===== src/hdl/cst_pkg.sv =====
`default_nettype none

package cst_pkg;

    // ------------------------------------------------------------
    // Register map (byte addresses)
    // ------------------------------------------------------------
    localparam int unsigned CST_ADDR_W       = 8;
    localparam logic [7:0]  CST_OFS_CTRL     = 8'h00;
    localparam logic [7:0]  CST_OFS_STATUS   = 8'h04;
    localparam logic [7:0]  CST_OFS_RES_LO   = 8'h08;
    localparam logic [7:0]  CST_OFS_RES_HI   = 8'h0C;
    localparam logic [7:0]  CST_OFS_IRQ_STAT = 8'h10;
    localparam logic [7:0]  CST_OFS_IRQ_MASK = 8'h14;

    // ------------------------------------------------------------
    // Field positions
    // ------------------------------------------------------------
    localparam int unsigned CST_CTRL_CONT    = 0;
    localparam int unsigned CST_CTRL_CDIV    = 1;
    localparam int unsigned CST_CTRL_SDIV    = 3;
    localparam int unsigned CST_STAT_BUSY    = 0;
    localparam int unsigned CST_STAT_ALIGN   = 1;
    localparam int unsigned CST_RES_LO_POS   = 6;
    localparam int unsigned CST_RES_LO_BITS  = 2;
    localparam int unsigned CST_RES_W        = 10;
    localparam int unsigned CST_IRQ_DONE     = 0;

    // ------------------------------------------------------------
    // Timing
    // ------------------------------------------------------------
    localparam int unsigned CST_MC_CLKS      = 6;
    localparam int unsigned CST_DIV_BASE     = 4;
    localparam int unsigned CST_SAMPLE_BASE  = 2;
    localparam int unsigned CST_CONV_CLKS    = 10;
    localparam int unsigned CST_CNT_W        = 10;

    // ------------------------------------------------------------
    // Types
    // ------------------------------------------------------------
    typedef enum logic [1:0] {
        CST_IDLE  = 2'b00,
        CST_RUN   = 2'b01,
        CST_WRITE = 2'b10
    } cst_state_t;

    localparam logic [1:0] CST_RESP_OKAY   = 2'h0;
    localparam logic [1:0] CST_RESP_SLVERR = 2'h2;

endpackage

`default_nettype wire


===== src/hdl/cst_mc_timer.sv =====
`default_nettype none

module cst_mc_timer #(
    parameter int unsigned CLKS = 6
) (
    // Clock and reset
    input  wire logic clk,
    input  wire logic arst_n,
    // Last input clock of each machine cycle
    output logic      last_q
);

    // ------------------------------------------------------------
    // State
    // ------------------------------------------------------------
    typedef struct packed {
        logic [3:0] cnt;
        logic       last;
    } cst_mct_t;

    cst_mct_t q;
    cst_mct_t d;

    always_comb begin
        d = q;
        if (q.last) begin
            d.cnt = 4'h0;
        end else begin
            d.cnt = q.cnt + 4'h1;
        end
        d.last = (d.cnt == 4'(CLKS - 1));
    end

    always_ff @(posedge clk or negedge arst_n) begin
        if (!arst_n) begin
            q <= '0;
        end else begin
            q <= d;
        end
    end

    assign last_q = q.last;

endmodule

`default_nettype wire


===== src/hdl/cst_seq.sv =====
`default_nettype none

// What this block does
// - Timing counts machine cycles of six input clocks each.
// - Any write to result_low_reg starts a conversion at the next machine cycle.
// - Phases end at cycle n; result registers written and readable in n+1.
// - Continuous mode restarts right after the write-result cycle unprompted.
// - Busy rises at first conversion cycle, falls at write-result cycle start.
// - In continuous mode busy is low for the single write-result cycle only.
// - Done flag set at conversion end; only software clears it.
// - Enabled interrupt request raised at start of n+1 for service by n+4/n+5.
// - Prescaler choice yields one of three machine-cycle alignments.
// - Divider 4/8/16/32; total 12/14/18/26 conversion clocks by sample code.
// - Writing result_low_reg during a conversion abandons it and restarts.
// - Clearing continuous bit lets current conversion finish, then stops.
// - Interrupt enable gates the request; the flag still sets.
module cst_seq
    import cst_pkg::*;
(
    // Clock and reset
    input  wire logic                  clk,
    input  wire logic                  arst_n,
    // AXI4-Lite write address
    input  wire logic                  s_axi_awvalid,
    output logic                       s_axi_awready,
    input  wire logic [CST_ADDR_W-1:0] s_axi_awaddr,
    // AXI4-Lite write data
    input  wire logic                  s_axi_wvalid,
    output logic                       s_axi_wready,
    input  wire logic [31:0]           s_axi_wdata,
    input  wire logic [3:0]            s_axi_wstrb,
    // AXI4-Lite write response
    output logic                       s_axi_bvalid,
    input  wire logic                  s_axi_bready,
    output logic [1:0]                 s_axi_bresp,
    // AXI4-Lite read address
    input  wire logic                  s_axi_arvalid,
    output logic                       s_axi_arready,
    input  wire logic [CST_ADDR_W-1:0] s_axi_araddr,
    // AXI4-Lite read data
    output logic                       s_axi_rvalid,
    input  wire logic                  s_axi_rready,
    output logic [31:0]                s_axi_rdata,
    output logic [1:0]                 s_axi_rresp,
    // Analog front end
    output logic                       ana_sample,
    output logic                       ana_convert,
    input  wire logic [CST_RES_W-1:0]  ana_result,
    // Status and interrupt
    output logic                       conversion_busy_flag,
    output logic                       irq
);

    // ------------------------------------------------------------
    // State
    // ------------------------------------------------------------
    typedef struct packed {
        cst_state_t              st;
        logic                    pend;
        logic                    cont;
        logic [1:0]              cdiv;
        logic [1:0]              sdiv;
        logic [CST_CNT_W-1:0]    mc_left;
        logic [CST_CNT_W-1:0]    clk_cnt;
        logic [CST_CNT_W-1:0]    samp_clks;
        logic [CST_CNT_W-1:0]    run_clks;
        logic [CST_RES_W-1:0]    result;
        logic                    busy;
        logic                    sample;
        logic                    convert;
        logic                    done_flag;
        logic                    irq_en;
        logic                    irq;
        logic                    awready;
        logic                    wready;
        logic                    aw_seen;
        logic                    w_seen;
        logic [CST_ADDR_W-1:0]   awaddr;
        logic [31:0]             wdata;
        logic [3:0]              wstrb;
        logic                    bvalid;
        logic [1:0]              bresp;
        logic                    arready;
        logic                    rvalid;
        logic [31:0]             rdata;
        logic [1:0]              rresp;
    } cst_regs_t;

    localparam cst_regs_t CST_RST = '{
        st:      CST_IDLE,
        awready: 1'h1,
        wready:  1'h1,
        arready: 1'h1,
        default: '0
    };

    cst_regs_t q;
    cst_regs_t n;

    logic mc_last;

    // ------------------------------------------------------------
    // Machine-cycle timer
    // ------------------------------------------------------------
    cst_mc_timer #(
        .CLKS   (CST_MC_CLKS)
    ) u_mc (
        .clk    (clk),
        .arst_n (arst_n),
        .last_q (mc_last)
    );

    // ------------------------------------------------------------
    // Conversion length helpers
    // ------------------------------------------------------------
    function automatic logic [CST_CNT_W-1:0] div_clks(
        input logic [1:0] c
    );
        return CST_CNT_W'(CST_DIV_BASE) << c;
    endfunction

    function automatic logic [CST_CNT_W-1:0] tot_clks(
        input logic [1:0] c,
        input logic [1:0] s
    );
        logic [CST_CNT_W-1:0] t;
        t = CST_CNT_W'(CST_CONV_CLKS) + (CST_CNT_W'(CST_SAMPLE_BASE) << s);
        return div_clks(c) * t;
    endfunction

    function automatic logic addr_ok(input logic [CST_ADDR_W-1:0] a);
        return (a == CST_OFS_CTRL) || (a == CST_OFS_STATUS) ||
               (a == CST_OFS_RES_LO) || (a == CST_OFS_RES_HI) ||
               (a == CST_OFS_IRQ_STAT) || (a == CST_OFS_IRQ_MASK);
    endfunction

    logic [CST_CNT_W-1:0] cfg_run;
    logic [CST_CNT_W-1:0] cfg_samp;
    logic [CST_CNT_W-1:0] cfg_mcs;
    logic [CST_CNT_W-1:0] cfg_rem;

    always_comb begin
        cfg_run  = tot_clks(q.cdiv, q.sdiv);
        cfg_samp = div_clks(q.cdiv) *
                   (CST_CNT_W'(CST_SAMPLE_BASE) << q.sdiv);
        cfg_mcs  = (cfg_run + CST_CNT_W'(CST_MC_CLKS - 1)) /
                   CST_CNT_W'(CST_MC_CLKS);
        cfg_rem  = cfg_run % CST_CNT_W'(CST_MC_CLKS);
    end

    // ------------------------------------------------------------
    // Next state
    // ------------------------------------------------------------
    logic wr_do;
    logic start_wr;
    logic clr_done;
    logic set_done;
    logic go;

    always_comb begin
        n        = q;
        start_wr = 1'h0;
        clr_done = 1'h0;
        set_done = 1'h0;
        go       = 1'h0;

        // Write address and data, taken in either order
        if (s_axi_awvalid && q.awready) begin
            n.awaddr  = s_axi_awaddr;
            n.aw_seen = 1'h1;
            n.awready = 1'h0;
        end
        if (s_axi_wvalid && q.wready) begin
            n.wdata  = s_axi_wdata;
            n.wstrb  = s_axi_wstrb;
            n.w_seen = 1'h1;
            n.wready = 1'h0;
        end
        wr_do = q.aw_seen && q.w_seen && !q.bvalid;
        if (wr_do) begin
            n.bvalid  = 1'h1;
            n.aw_seen = 1'h0;
            n.w_seen  = 1'h0;
            n.bresp   = addr_ok(q.awaddr) ? CST_RESP_OKAY : CST_RESP_SLVERR;
            case (q.awaddr)
                CST_OFS_CTRL: begin
                    if (q.wstrb[0]) begin
                        n.cont = q.wdata[CST_CTRL_CONT];
                        n.cdiv = q.wdata[CST_CTRL_CDIV +: 2];
                        n.sdiv = q.wdata[CST_CTRL_SDIV +: 2];
                    end
                end
                CST_OFS_RES_LO: begin
                    start_wr = 1'h1;
                end
                CST_OFS_IRQ_STAT: begin
                    if (q.wstrb[0]) begin
                        clr_done = q.wdata[CST_IRQ_DONE];
                    end
                end
                CST_OFS_IRQ_MASK: begin
                    if (q.wstrb[0]) begin
                        n.irq_en = q.wdata[CST_IRQ_DONE];
                    end
                end
                default: begin
                end
            endcase
        end
        if (q.bvalid && s_axi_bready) begin
            n.bvalid  = 1'h0;
            n.awready = 1'h1;
            n.wready  = 1'h1;
        end

        // Read channel
        if (s_axi_arvalid && q.arready) begin
            n.arready = 1'h0;
            n.rvalid  = 1'h1;
            n.rresp   = CST_RESP_OKAY;
            n.rdata   = 32'h0;
            case (s_axi_araddr)
                CST_OFS_CTRL: begin
                    n.rdata[CST_CTRL_CONT]      = q.cont;
                    n.rdata[CST_CTRL_CDIV +: 2] = q.cdiv;
                    n.rdata[CST_CTRL_SDIV +: 2] = q.sdiv;
                end
                CST_OFS_STATUS: begin
                    n.rdata[CST_STAT_BUSY]       = q.busy;
                    n.rdata[CST_STAT_ALIGN +: 2] = cfg_rem[2:1];
                end
                CST_OFS_RES_LO: begin
                    n.rdata[CST_RES_LO_POS +: CST_RES_LO_BITS] =
                        q.result[CST_RES_LO_BITS-1:0];
                end
                CST_OFS_RES_HI: begin
                    n.rdata[CST_RES_W-CST_RES_LO_BITS-1:0] =
                        q.result[CST_RES_W-1:CST_RES_LO_BITS];
                end
                CST_OFS_IRQ_STAT: begin
                    n.rdata[CST_IRQ_DONE] = q.done_flag;
                end
                CST_OFS_IRQ_MASK: begin
                    n.rdata[CST_IRQ_DONE] = q.irq_en;
                end
                default: begin
                    n.rresp = CST_RESP_SLVERR;
                end
            endcase
        end
        if (q.rvalid && s_axi_rready) begin
            n.rvalid  = 1'h0;
            n.arready = 1'h1;
        end

        // Conversion sequencer, stepped on machine-cycle boundaries
        if (start_wr) begin
            n.pend = 1'h1;
        end
        if (q.st == CST_RUN && q.clk_cnt < q.run_clks) begin
            n.clk_cnt = q.clk_cnt + CST_CNT_W'(1);
        end
        if (mc_last) begin
            case (q.st)
                CST_IDLE: begin
                    go = n.pend;
                end
                CST_RUN: begin
                    if (n.pend) begin
                        go = 1'h1;
                    end else if (q.mc_left == CST_CNT_W'(1)) begin
                        n.st     = CST_WRITE;
                        n.busy   = 1'h0;
                        n.result = ana_result;
                        set_done = 1'h1;
                    end else begin
                        n.mc_left = q.mc_left - CST_CNT_W'(1);
                    end
                end
                CST_WRITE: begin
                    if (n.pend || q.cont) begin
                        go = 1'h1;
                    end else begin
                        n.st = CST_IDLE;
                    end
                end
                default: begin
                    n.st = CST_IDLE;
                end
            endcase
        end
        if (go) begin
            n.st        = CST_RUN;
            n.pend      = 1'h0;
            n.busy      = 1'h1;
            n.clk_cnt   = '0;
            n.run_clks  = cfg_run;
            n.samp_clks = cfg_samp;
            n.mc_left   = cfg_mcs;
        end

        // Analog phase strobes
        if (n.st == CST_RUN) begin
            n.sample  = n.clk_cnt < n.samp_clks;
            n.convert = !n.sample && (n.clk_cnt < n.run_clks);
        end else begin
            n.sample  = 1'h0;
            n.convert = 1'h0;
        end

        // Sticky done flag: a set wins over a clear in the same cycle
        if (clr_done) begin
            n.done_flag = 1'h0;
        end
        if (set_done) begin
            n.done_flag = 1'h1;
        end
        n.irq = n.done_flag && n.irq_en;
    end

    // ------------------------------------------------------------
    // Registers
    // ------------------------------------------------------------
    always_ff @(posedge clk or negedge arst_n) begin
        if (!arst_n) begin
            q <= CST_RST;
        end else begin
            q <= n;
        end
    end

    // ------------------------------------------------------------
    // Outputs
    // ------------------------------------------------------------
    assign s_axi_awready        = q.awready;
    assign s_axi_wready         = q.wready;
    assign s_axi_bvalid         = q.bvalid;
    assign s_axi_bresp          = q.bresp;
    assign s_axi_arready        = q.arready;
    assign s_axi_rvalid         = q.rvalid;
    assign s_axi_rdata          = q.rdata;
    assign s_axi_rresp          = q.rresp;
    assign ana_sample           = q.sample;
    assign ana_convert          = q.convert;
    assign conversion_busy_flag = q.busy;
    assign irq                  = q.irq;

endmodule

`default_nettype wire

===== config.mk =====
export PLATFORM = sky130hd
export DESIGN_NAME = cst_seq
export DESIGN_NICKNAME = d
export VERILOG_FILES = /design/src/hdl/cst_pkg.sv /design/src/hdl/cst_mc_timer.sv /design/src/hdl/cst_seq.sv
export SDC_FILE = /design/constraint.sdc
export NUM_CORES = 1
export LEC_CHECK = 0
export BUFFER_PORTS_ARGS = -buffer_cell sky130_fd_sc_hd__buf_2
export CORE_MARGIN = 2
export CORE_UTILIZATION = 52
export CTS_CLUSTER_SIZE = 28
export DETAILED_ROUTE_END_ITERATION = 16
export GPL_TIMING_DRIVEN = 0
export HOLD_SLACK_MARGIN = 0.15
export PLACE_DENSITY = 0.77
export SLEW_MARGIN = 20
export SYNTH_ARGS = -nofsm -noshare
export SYNTH_HDL_FRONTEND = slang
export SYNTH_HIERARCHICAL = 1
export SYNTH_SLANG_ARGS = --single-unit

===== constraint.sdc =====
create_clock -name clk -period 6.3 [get_ports clk]
set_input_delay 0.63 -clock clk [delete_from_list [all_inputs] [get_ports clk]]
set_output_delay 0.63 -clock clk [all_outputs]
set_load 0.02 [all_outputs]

==> qor.yml, run 1 <==
synth_top_family_by_area: "simple AND/OR/NAND/NOR gates"
finalHoldViolCount: 0
cts_tree: "yes"
path_max_fanout: 10
crit_type: "reg2reg"
start_util: 0.5385
synthXorXnorAreaFrac: 0.03653
dpl.hpwl_mm: 11.05
hold_buffers: 0
rows: 41
utilization: 0.6336
drive_above_1_share: 0.2367
min_period_ns: 6.126
root_buffer: "clkbuf_16"
slew_violations: 0
cpMostUsedCell: "ha_2"
power.leakage_nw: 4.078
relSlewSlack: 0.3733
drc: 0
dieArea_mm2: 0.01411
synth_area_mm2: 0.006850
seq_area_mm2: 0.002510
area_growth_syn_to_layout_pct: 17.66
crit_path_start_kind: "register"
power.density_mw_per_mm2: 329.1
grt_start_max_net_pins: 53
worstMarginPinSlew_ns: 0.9337
reg2reg_from: "q[144]"
synth_seq_cells: 100
grt.overflow.total: 0
fin_nets: 981
place_ws_ns: -0.5406
ys_warn_count: 6
cp.required_ns: 6.54
grt_pass1_wl_mm: 25.25
synth_edf_count: 0
path_delay_family: "adder cells"
yosysSeqAreaShare: 0.3658
num_vias: 5481
status: "finished, final reports clean"
max_freq_ghz: 0.1632
critPathMaxStageDelay_ns: 0.53
synth_adder_area_share: 0.1428
final_common_cell: "dfrtp_1"
synth.area.mux_share: 0.07836
track_usage: 0.2204
worstPathArrival_ns: 6.37
antennaDiodeCount: 0
max_cap_viol_count: 0
synthArstFlopShare: 1.000
first_global_vias: 5289
syn_avg_cell_area_um2: 9.397
slowest_stage: "fa_1"
wire_per_inst_um: 15.07
gp_congestion: 0.8505
cp.buffers_inverters: 5
ys.flop_type: "dfrtp_1"
finalPower_w: 0.002652
htree_levels: 3
max-vdd-ir-drop_mv: 0.2054
synth_cell_types: 69
die_h_um: 118.8
setup_tns_ns: 0
mostFrequentLayoutCells: "94 x dfrtp_1, 67 x nand2_1, 64 x inv_1"
clk_pin_slew_ns: 0.07
antenna_found_initial: 0
fin_skew_ns: 0.01103
clock_sinks: 100
dr.pass1.iters: 5
synth_simple_gate_area_share: 0.1640
multi_input_area_mm2: 0.003926
core-area_mm2: 0.01272
worst_setup_path_end_kind: "register"
setup_ws_ns: 0.1737
ant_nets: 0
cts_max_path_buffers: 2
die_w_um: 118.8
pin_count: 114
wl_mm: 15.33
cts_buffers: 9
period_share: 0.9724
viasPerCell: 5.389
portBuffers: 56
fillers: 1075
finalSetupViolations: 0
hold_class: "in2async"
synth_cells: 729
crit_start: "q[144]"
clkLatencyLatePin_ns: 0.35
drt-initial-drc-count: 368
synth-compound-area-share: 0.1207
==> per-stage QoR <==
step	area, µm²	hold WS (ns)	cells
after floorplan	6952	0.3344	756
after global placement	7447	0.4518	984
after detailed placement	7481	0.4585	985
after CTS	7854	0.2425	1002
after global routing	8060	0.2700	1017
final	8060	0.2278	1017
==> per-layer routing <==
metal | track usage | up-vias | part of all wire
met1 | 0.3011 | 2644 | 0.46
met2 | 0.3624 | 124 | 0.49
met5 | 0 | - | 0
met4 | 0.07515 | 0 | 0.018
met3 | 0.02751 | 20 | 0.036
li1 | - | 2693 | -
==> power by group <==
group | internal (W) | leakage [nW] | total (W) | switching [W]
sequential | 0.000782 | 1.30 | 0.000894 | 0.000112
clock | 0.000360 | 0.152 | 0.000600 | 0.000240
combinational | 0.000519 | 2.63 | 0.00116 | 0.000639
==> path summary, 6_finish.rpt <==
check / slack, ns / endpoint / depth (start not counted)
worst min register to register: 0.47 / q[114] / 2
worst min-delay path: 0.23 / s_axi_bvalid / 1
max in group asynchronous: 5.47 / q[128] / 2
worst max register to register: 0.17 / q[133] / 25
worst max-delay path: 0.17 / q[133] / 25
min in group clk: 0.43 / s_axi_arready / 2
==> sequential cells by signal, indices dropped and copies added, names as in the netlist <==
register and count:
ana_sample 1, q 76, irq 1, u_mc/q 4, u_mc/last_q 1, s_axi_bresp 1, s_axi_arready 1, s_axi_rresp 1
s_axi_rvalid 1, s_axi_awready 1, s_axi_rdata 8, ana_convert 1, s_axi_wready 1, conversion_busy_flag 1, s_axi_bvalid 1
==> Yosys cell counts, types with 3 or more instances <==
| cell type | n | area (µm²) |
|---|---|---|
| dfrtp_1 | 97 | 2427 |
| a221oi_1 | 4 | 35.03 |
| a22oi_1 | 4 | 30.03 |
| and3_1 | 9 | 56.30 |
| nor3_1 | 7 | 35.03 |
| nand2_1 | 67 | 251.5 |
| a21oi_1 | 22 | 110.1 |
| fa_1 | 9 | 180.2 |
| buf_4 | 37 | 277.8 |
| o21ai_0 | 42 | 210.2 |
| nand4_1 | 11 | 68.82 |
| a211oi_1 | 3 | 22.52 |
| dfstp_2 | 3 | 78.83 |
| mux2i_1 | 15 | 150.1 |
| nor2b_1 | 13 | 81.33 |
| or3_1 | 7 | 43.79 |
| inv_1 | 65 | 244.0 |
| nor4_1 | 3 | 18.77 |
| clkbuf_1 | 25 | 93.84 |
| xnor2_1 | 15 | 131.4 |
| nand2b_1 | 14 | 87.58 |
| and2_1 | 10 | 62.56 |
| a311oi_1 | 3 | 26.28 |
| ha_1 | 63 | 788.3 |
| mux2_2 | 33 | 371.6 |
| or4_1 | 5 | 37.54 |
| o21a_1 | 3 | 22.52 |
| a21o_1 | 15 | 112.6 |
| nor2_1 | 49 | 183.9 |
| o211ai_1 | 5 | 37.54 |
| xor2_1 | 8 | 70.07 |
| nand3_1 | 15 | 75.07 |
| a21boi_0 | 3 | 22.52 |
==> what timing repair did <==
action,in CTS,in global routing
endpoints found under the hold margin,0,0
gates resized for setup,10,30
buffers inserted,4,15
endpoints found under the setup margin,2,1
pin swaps,2,12
==> cell families (layout without fill, tap and decap cells) <==
logic type | Yosys count | after routing
compound gates | 127 | 127
xor+xnor | 26 | 26
fa+ha+maj | 73 | 73
buf+inv | 129 | 218
flops | 100 | 100
mux | 49 | 49
other cells | 1 | 28
simple gates | 224 | 224
==> area by class of cell <==
type | count | area share
Clock buffer | 11 | 0.03011
Tap cell | 172 | 0.02670
Multi-Input combinational cell | 527 | 0.4871
Buffer | 60 | 0.04750
Sequential cell | 100 | 0.3114
Inverter | 66 | 0.03074
Clock inverter | 5 | 0.01040
Timing Repair Buffer | 76 | 0.05604
No activity file was read; power rests on OpenSTA's default activity.
==> inputs of run 2 (changes only) <==
--- a/config.mk
+++ b/config.mk
@@ -6,13 +6,14 @@
 export NUM_CORES = 1
 export LEC_CHECK = 0
 export BUFFER_PORTS_ARGS = -buffer_cell sky130_fd_sc_hd__buf_2
-export CORE_MARGIN = 2
+export CORE_MARGIN = 4
 export CORE_UTILIZATION = 52
 export CTS_CLUSTER_SIZE = 28
 export DETAILED_ROUTE_END_ITERATION = 16
 export GPL_TIMING_DRIVEN = 0
 export HOLD_SLACK_MARGIN = 0.15
 export PLACE_DENSITY = 0.77
+export SKIP_LAST_GASP = 1
 export SLEW_MARGIN = 20
 export SYNTH_ARGS = -nofsm -noshare
 export SYNTH_HDL_FRONTEND = slang
==> run 2 against run 1 <==
Net effect: clock power is 4.2% higher; setup slack better by 0.099 ns; sequential power is 0.4% lower; non-clock buffer count is 10 lower; critical path depth is 1 higher; worst hold slack worse by 0.048 ns; routed wire length is 2.0% lower; register-to-register slack better by 0.099 ns; clock skew is 0.0018 ns higher; first-iteration DRC count is 9.8% lower; largest cell class unchanged; highest routed layer unchanged.
==> qor.yml, run 2 (synthesized netlist as in run 1, its figures left out) <==
grt_use_met1: 0.2941
max_freq_ghz: 0.1659
antennaDiodeCount: 0
wl_mm: 15.02
regToRegSetupSlack_ns: 0.27
relSlewSlack: 0.4531
ant_nets: 0
track_usage: 0.2088
internal_power_w: 0.001638
mostFrequentLayoutCells: "94 x dfrtp_1, 67 x nand2_1, 65 x inv_1"
power.leakage_nw: 4.044
wire_per_inst_um: 14.92
num_vias: 5377
pin_count: 114
worstMarginPinSlew_ns: 0.8128
drc: 0
cts_tree: "yes"
use_met2: 0.3440
timing.rr.end: "q[133]"
core-area_mm2: 0.01277
p_comb_frac: 0.422
finalPower_w: 0.002624
clk_pin_slew_ns: 0.07
largest_register_ff_count: 76
dpl.hpwl_mm: 11.38
crit_type: "reg2reg"
hold_buffers: 0
p_switching_w: 0.0009860
power.share.clock: 0.238
root_buffer: "clkbuf_16"
dr.pass1.iters: 5
antenna_found_initial: 0
gr-usage-met3: 0.02442
top_register: "q"
worstRegToRegCells: 26
finalSetupViolations: 0
max-vdd-ir-drop_mv: 0.2082
hold_class: "in2async"
clkLatencyLatePin_ns: 0.35
cts_buffers: 9
fin_skew_ns: 0.01287
cts_max_path_buffers: 2
min_period_ns: 6.027
first_global_vias: 5298
start_util: 0.5363
portBuffers: 56
gp_congestion: 0.8975
final_cells: 1007
cp.required_ns: 6.53
busiest_layer: "met2"
max_cap_viol_count: 0
power.density_mw_per_mm2: 328.2
final_common_cell: "dfrtp_1"
die_w_um: 122.8
worstPathArrival_ns: 6.26
finalHoldViolCount: 0
grt.overflow.total: 0
fin_nets: 971
clock_sinks: 100
drt-initial-drc-count: 332
switching_share: 0.3758
fillers: 1071
grt_start_max_net_pins: 63
crit_path_start_kind: "register"
period_share: 0.9567
htree_levels: 3
worst_setup_path_end_kind: "register"
area_growth_syn_to_layout_pct: 16.69
rows: 41
slew_violations: 0
placed_cells: 985
status: "finished, final reports clean"
grt_pass1_wl_mm: 25.41
setup_ws_ns: 0.2729
seq_power_share: 0.339
path_max_fanout: 10
viasPerCell: 5.340
die_h_um: 122.8
dieArea_mm2: 0.01507
place_ws_ns: -0.6008
drive_above_1_share: 0.2240
reg2reg_from: "q[143]"
## run 2: cell types whose count changed in the layout (fill, tap and decap cells not counted), sizes merged
cell      delta
clkbuf       -4
inv          +3
clkinv       +1
clkinvlp     -2
buf          -8
## run 2: worst max path at each step
stage / startpoint / end / slack (ns) / cells past startpoint
5_1_grt: q[145] / q[133] / -0.006 / 26
3_5_place_dp: q[144] / q[133] / -0.60 / 26
3_3_place_gp: q[144] / q[133] / -0.52 / 25
4_1_cts: q[143] / q[133] / 0.04 / 25
6_report: q[143] / q[133] / 0.27 / 26
2_1_floorplan: q[144] / q[133] / 0.17 / 25
## run 2: per-stage QoR
stage            util  cell area, µm²  hold WS, ns  setup TNS [ns]
2_1_floorplan       -            6952       0.3344               0
3_3_place_gp   0.5830            7447       0.4503         -0.5231
3_5_place_dp   0.5857            7481       0.4568         -0.6008
4_1_cts        0.6154            7861       0.1866               0
5_1_grt        0.6258            7994       0.1976       -0.006132
6_report       0.6258            7994       0.1803               0
## run 2: power groups by stage
stage	Combinational [W]	Clock, W	Sequential (W)
after CTS	0.00103	0.000631	0.000889
after floorplan	0.000767	0	0.000885
after detailed placement	0.00102	0	0.000895
after global placement	0.000984	0	0.000890
final	0.00111	0.000625	0.000890
after global routing	0.00124	0.000657	0.000910
## run 2: metal layers
layer  vias to the layer above  wire length [µm]  share of wire
met5                         -                 0              0
met3                        19               468          0.031
met2                       112              7362           0.49
li1                       2655                 -              -
met1                      2591              6969           0.46
met4                         0               222          0.015
## run 2: timing repair
action / 4_1_cts / 5_1_grt
gates cloned: 0 / 0
pin swaps: 2 / 7
resized for setup: 8 / 28
setup buffers: 4 / 5
endpoints found under the setup margin: 2 / 1
hold endpoints to repair: 0 / 0
## run 2: critical path, cell delays in order (launching register included)
cell      delay [ns]
dfrtp_1         0.41
buf_6           0.16
nor2b_4         0.13
nor2_2          0.04
ha_1            0.20
fa_1            0.43
ha_1            0.28
inv_1           0.05
fa_1            0.53
inv_1           0.05
ha_1            0.28
ha_1            0.22
xor2_2          0.16
xnor2_2         0.28
xor2_2          0.30
mux2i_2         0.14
or2_0           0.21
a221o_1         0.38
or2_4           0.31
o21ai_4         0.14
inv_1           0.06
ha_2            0.17
inv_1           0.08
o211ai_1        0.08
o31a_1          0.15
or4b_1          0.47
a31o_1          0.19
## run 2: area by class of cell
| type | instances | area [µm²] | area share |
|---|---|---|---|
| Multi-Input combinational cell | 527 | 3918 | 0.4901 |
| Sequential cell | 100 | 2510 | 0.3140 |
| Buffer | 60 | 382.9 | 0.04789 |
| Timing Repair Buffer | 66 | 381.6 | 0.04774 |
| Inverter | 66 | 247.7 | 0.03099 |
| Clock buffer | 9 | 225.2 | 0.02817 |
| Tap cell | 172 | 215.2 | 0.02692 |
| Clock inverter | 7 | 113.9 | 0.01424 |
==> inputs of run 3 (changes only) <==
--- a/config.mk
+++ b/config.mk
@@ -12,8 +12,8 @@
 export DETAILED_ROUTE_END_ITERATION = 16
 export GPL_TIMING_DRIVEN = 0
 export HOLD_SLACK_MARGIN = 0.15
+export MAX_ROUTING_LAYER = met4
 export PLACE_DENSITY = 0.77
-export SKIP_LAST_GASP = 1
 export SLEW_MARGIN = 20
 export SYNTH_ARGS = -nofsm -noshare
 export SYNTH_HDL_FRONTEND = slang
==> run 3 against run 2 <==
Net effect: combinational power is essentially flat; setup slack better by 0.0051 ns; clock skew shrank 0.0036 ns; fmax hardly changed; sequential cell count stayed put; final area down 0.42%; critical path depth unchanged; power decreased by 2.9%; critical path type unchanged; largest cell class unchanged.
==> qor.yml, run 3 (synthesized netlist as in run 1, its figures left out) <==
worstPathArrival_ns: 6.26
first_global_vias: 5344
area_growth_syn_to_layout_pct: 16.20
finalHoldViolCount: 0
period_share: 0.9559
finalSetupViolations: 0
cts_max_path_buffers: 2
cts_buffers: 9
internal_power_w: 0.001562
path_delay_family: "adder cells"
min_period_ns: 6.022
setup_ws_ns: 0.2780
max_freq_ghz: 0.1661
dr.pass1.iters: 5
relSlewSlack: 0.4911
grt_start_max_net_pins: 60
place_ws_ns: -0.5234
portBuffers: 56
grt_pass1_wl_mm: 25.41
clk_pin_slew_ns: 0.07
p_switching_w: 0.0009848
status: "finished, final reports clean"
placed_cells: 985
dpl.hpwl_mm: 11.38
start_util: 0.5363
cpMostUsedCell: "ha_1"
crit_path_start_kind: "register"
num_vias: 5462
top_register: "q"
wire_per_inst_um: 14.96
worstMarginPinSlew_ns: 0.7564
critPathMaxStageDelay_ns: 0.53
fin_nets: 974
cp.buffers_inverters: 5
die_w_um: 122.8
drive_above_1_share: 0.2232
fillers: 1068
mostFrequentLayoutCells: "94 x dfrtp_1, 67 x nand2_1, 64 x inv_1"
power.density_mw_per_mm2: 319.9
utilization: 0.6232
die_h_um: 122.8
crit_type: "reg2reg"
drt-initial-drc-count: 360
drc: 0
core-area_mm2: 0.01277
antenna_found_initial: 0
slew_violations: 0
clkLatencyLatePin_ns: 0.34
htree_levels: 3
seq_area_mm2: 0.002510
track_usage: 0.2153
rows: 41
clock_sinks: 100
worst_setup_path_end_kind: "register"
power.share.clock: 0.217
viasPerCell: 5.408
max_cap_viol_count: 0
wl_mm: 15.11
p_comb_frac: 0.433
pin_count: 114
final_cells: 1010
cts_tree: "yes"
largest_register_ff_count: 76
gp_congestion: 0.9204
root_buffer: "clkbuf_16"
grt.overflow.total: 0
final_common_cell: "dfrtp_1"
max-vdd-ir-drop_mv: 0.2170
ant_nets: 0
whs_ns: 0.1870
hold_class: "in2async"
antennaDiodeCount: 0
seq_power_share: 0.350
dieArea_mm2: 0.01507
power.leakage_nw: 4.046
slowest_stage: "fa_1"
multi_input_area_mm2: 0.003895
switching_share: 0.3867
path_max_fanout: 10
fin_skew_ns: 0.009223
cp.required_ns: 6.54
run 3: changes by cell type in the layout (fill, tap and decap cells not counted), moves of 2 or more:
cell       change
bufinv_16      -2
mux2i_1        +2
nor2_2         -2
nor2_4         +2
run 3: final timing paths:
path                            endpoint           from  slack (ns)  depth (start not counted)
max                               q[133]         q[143]        0.28                         26
min                         s_axi_bvalid         arst_n        0.19                          1
max reg2reg                       q[133]         q[143]        0.28                         26
min reg2reg                       q[114]         q[114]        0.47                          2
max in group asynchronous  s_axi_awready         arst_n        5.48                          2
min in group clk           s_axi_awready  s_axi_awvalid        0.44                          2
run 3: timing repair:
action | CTS | global route
endpoints found under the setup margin | 2 | 1
gates resized for setup | 8 | 27
setup buffers | 3 | 9
hold buffers | 0 | 0
pin swaps | 2 | 5
run 3: area by class of cell:
cell class,count,area share
inverters,66,0.03112
clock inverters,6,0.008174
repair buffers,69,0.05046
plain buffers,60,0.04857
flip-flops and latches,100,0.3153
well taps,172,0.02704
multi-input cells,527,0.4893
clock buffers,10,0.03002
run 3: metrics by stage:
step	power (W)	TNS [ns]	instance area [µm²]
final	0.002546	0	7960
after floorplan	0.001651	0	6952
after global routing	0.002732	-0.006634	7960
after global placement	0.001876	-0.5429	7447
after detailed placement	0.001909	-0.5234	7481
after CTS	0.002484	0	7819
run 3: per-layer routing:
metal	wire (µm)	GRT usage
met1	6840	0.2838
met5	0	-
met2	7252	0.3440
met3	662	0.03226
met4	356	0.06858
run 3: power groups by stage:
| stage | Sequential [W] | Clock [W] | Combinational (W) |
|---|---|---|---|
| 3_3_place_gp | 0.000890 | 0 | 0.000986 |
| 2_1_floorplan | 0.000885 | 0 | 0.000767 |
| 4_1_cts | 0.000890 | 0.000562 | 0.00103 |
| 6_report | 0.000891 | 0.000554 | 0.00110 |
| 3_5_place_dp | 0.000895 | 0 | 0.00101 |
| 5_1_grt | 0.000907 | 0.000588 | 0.00124 |
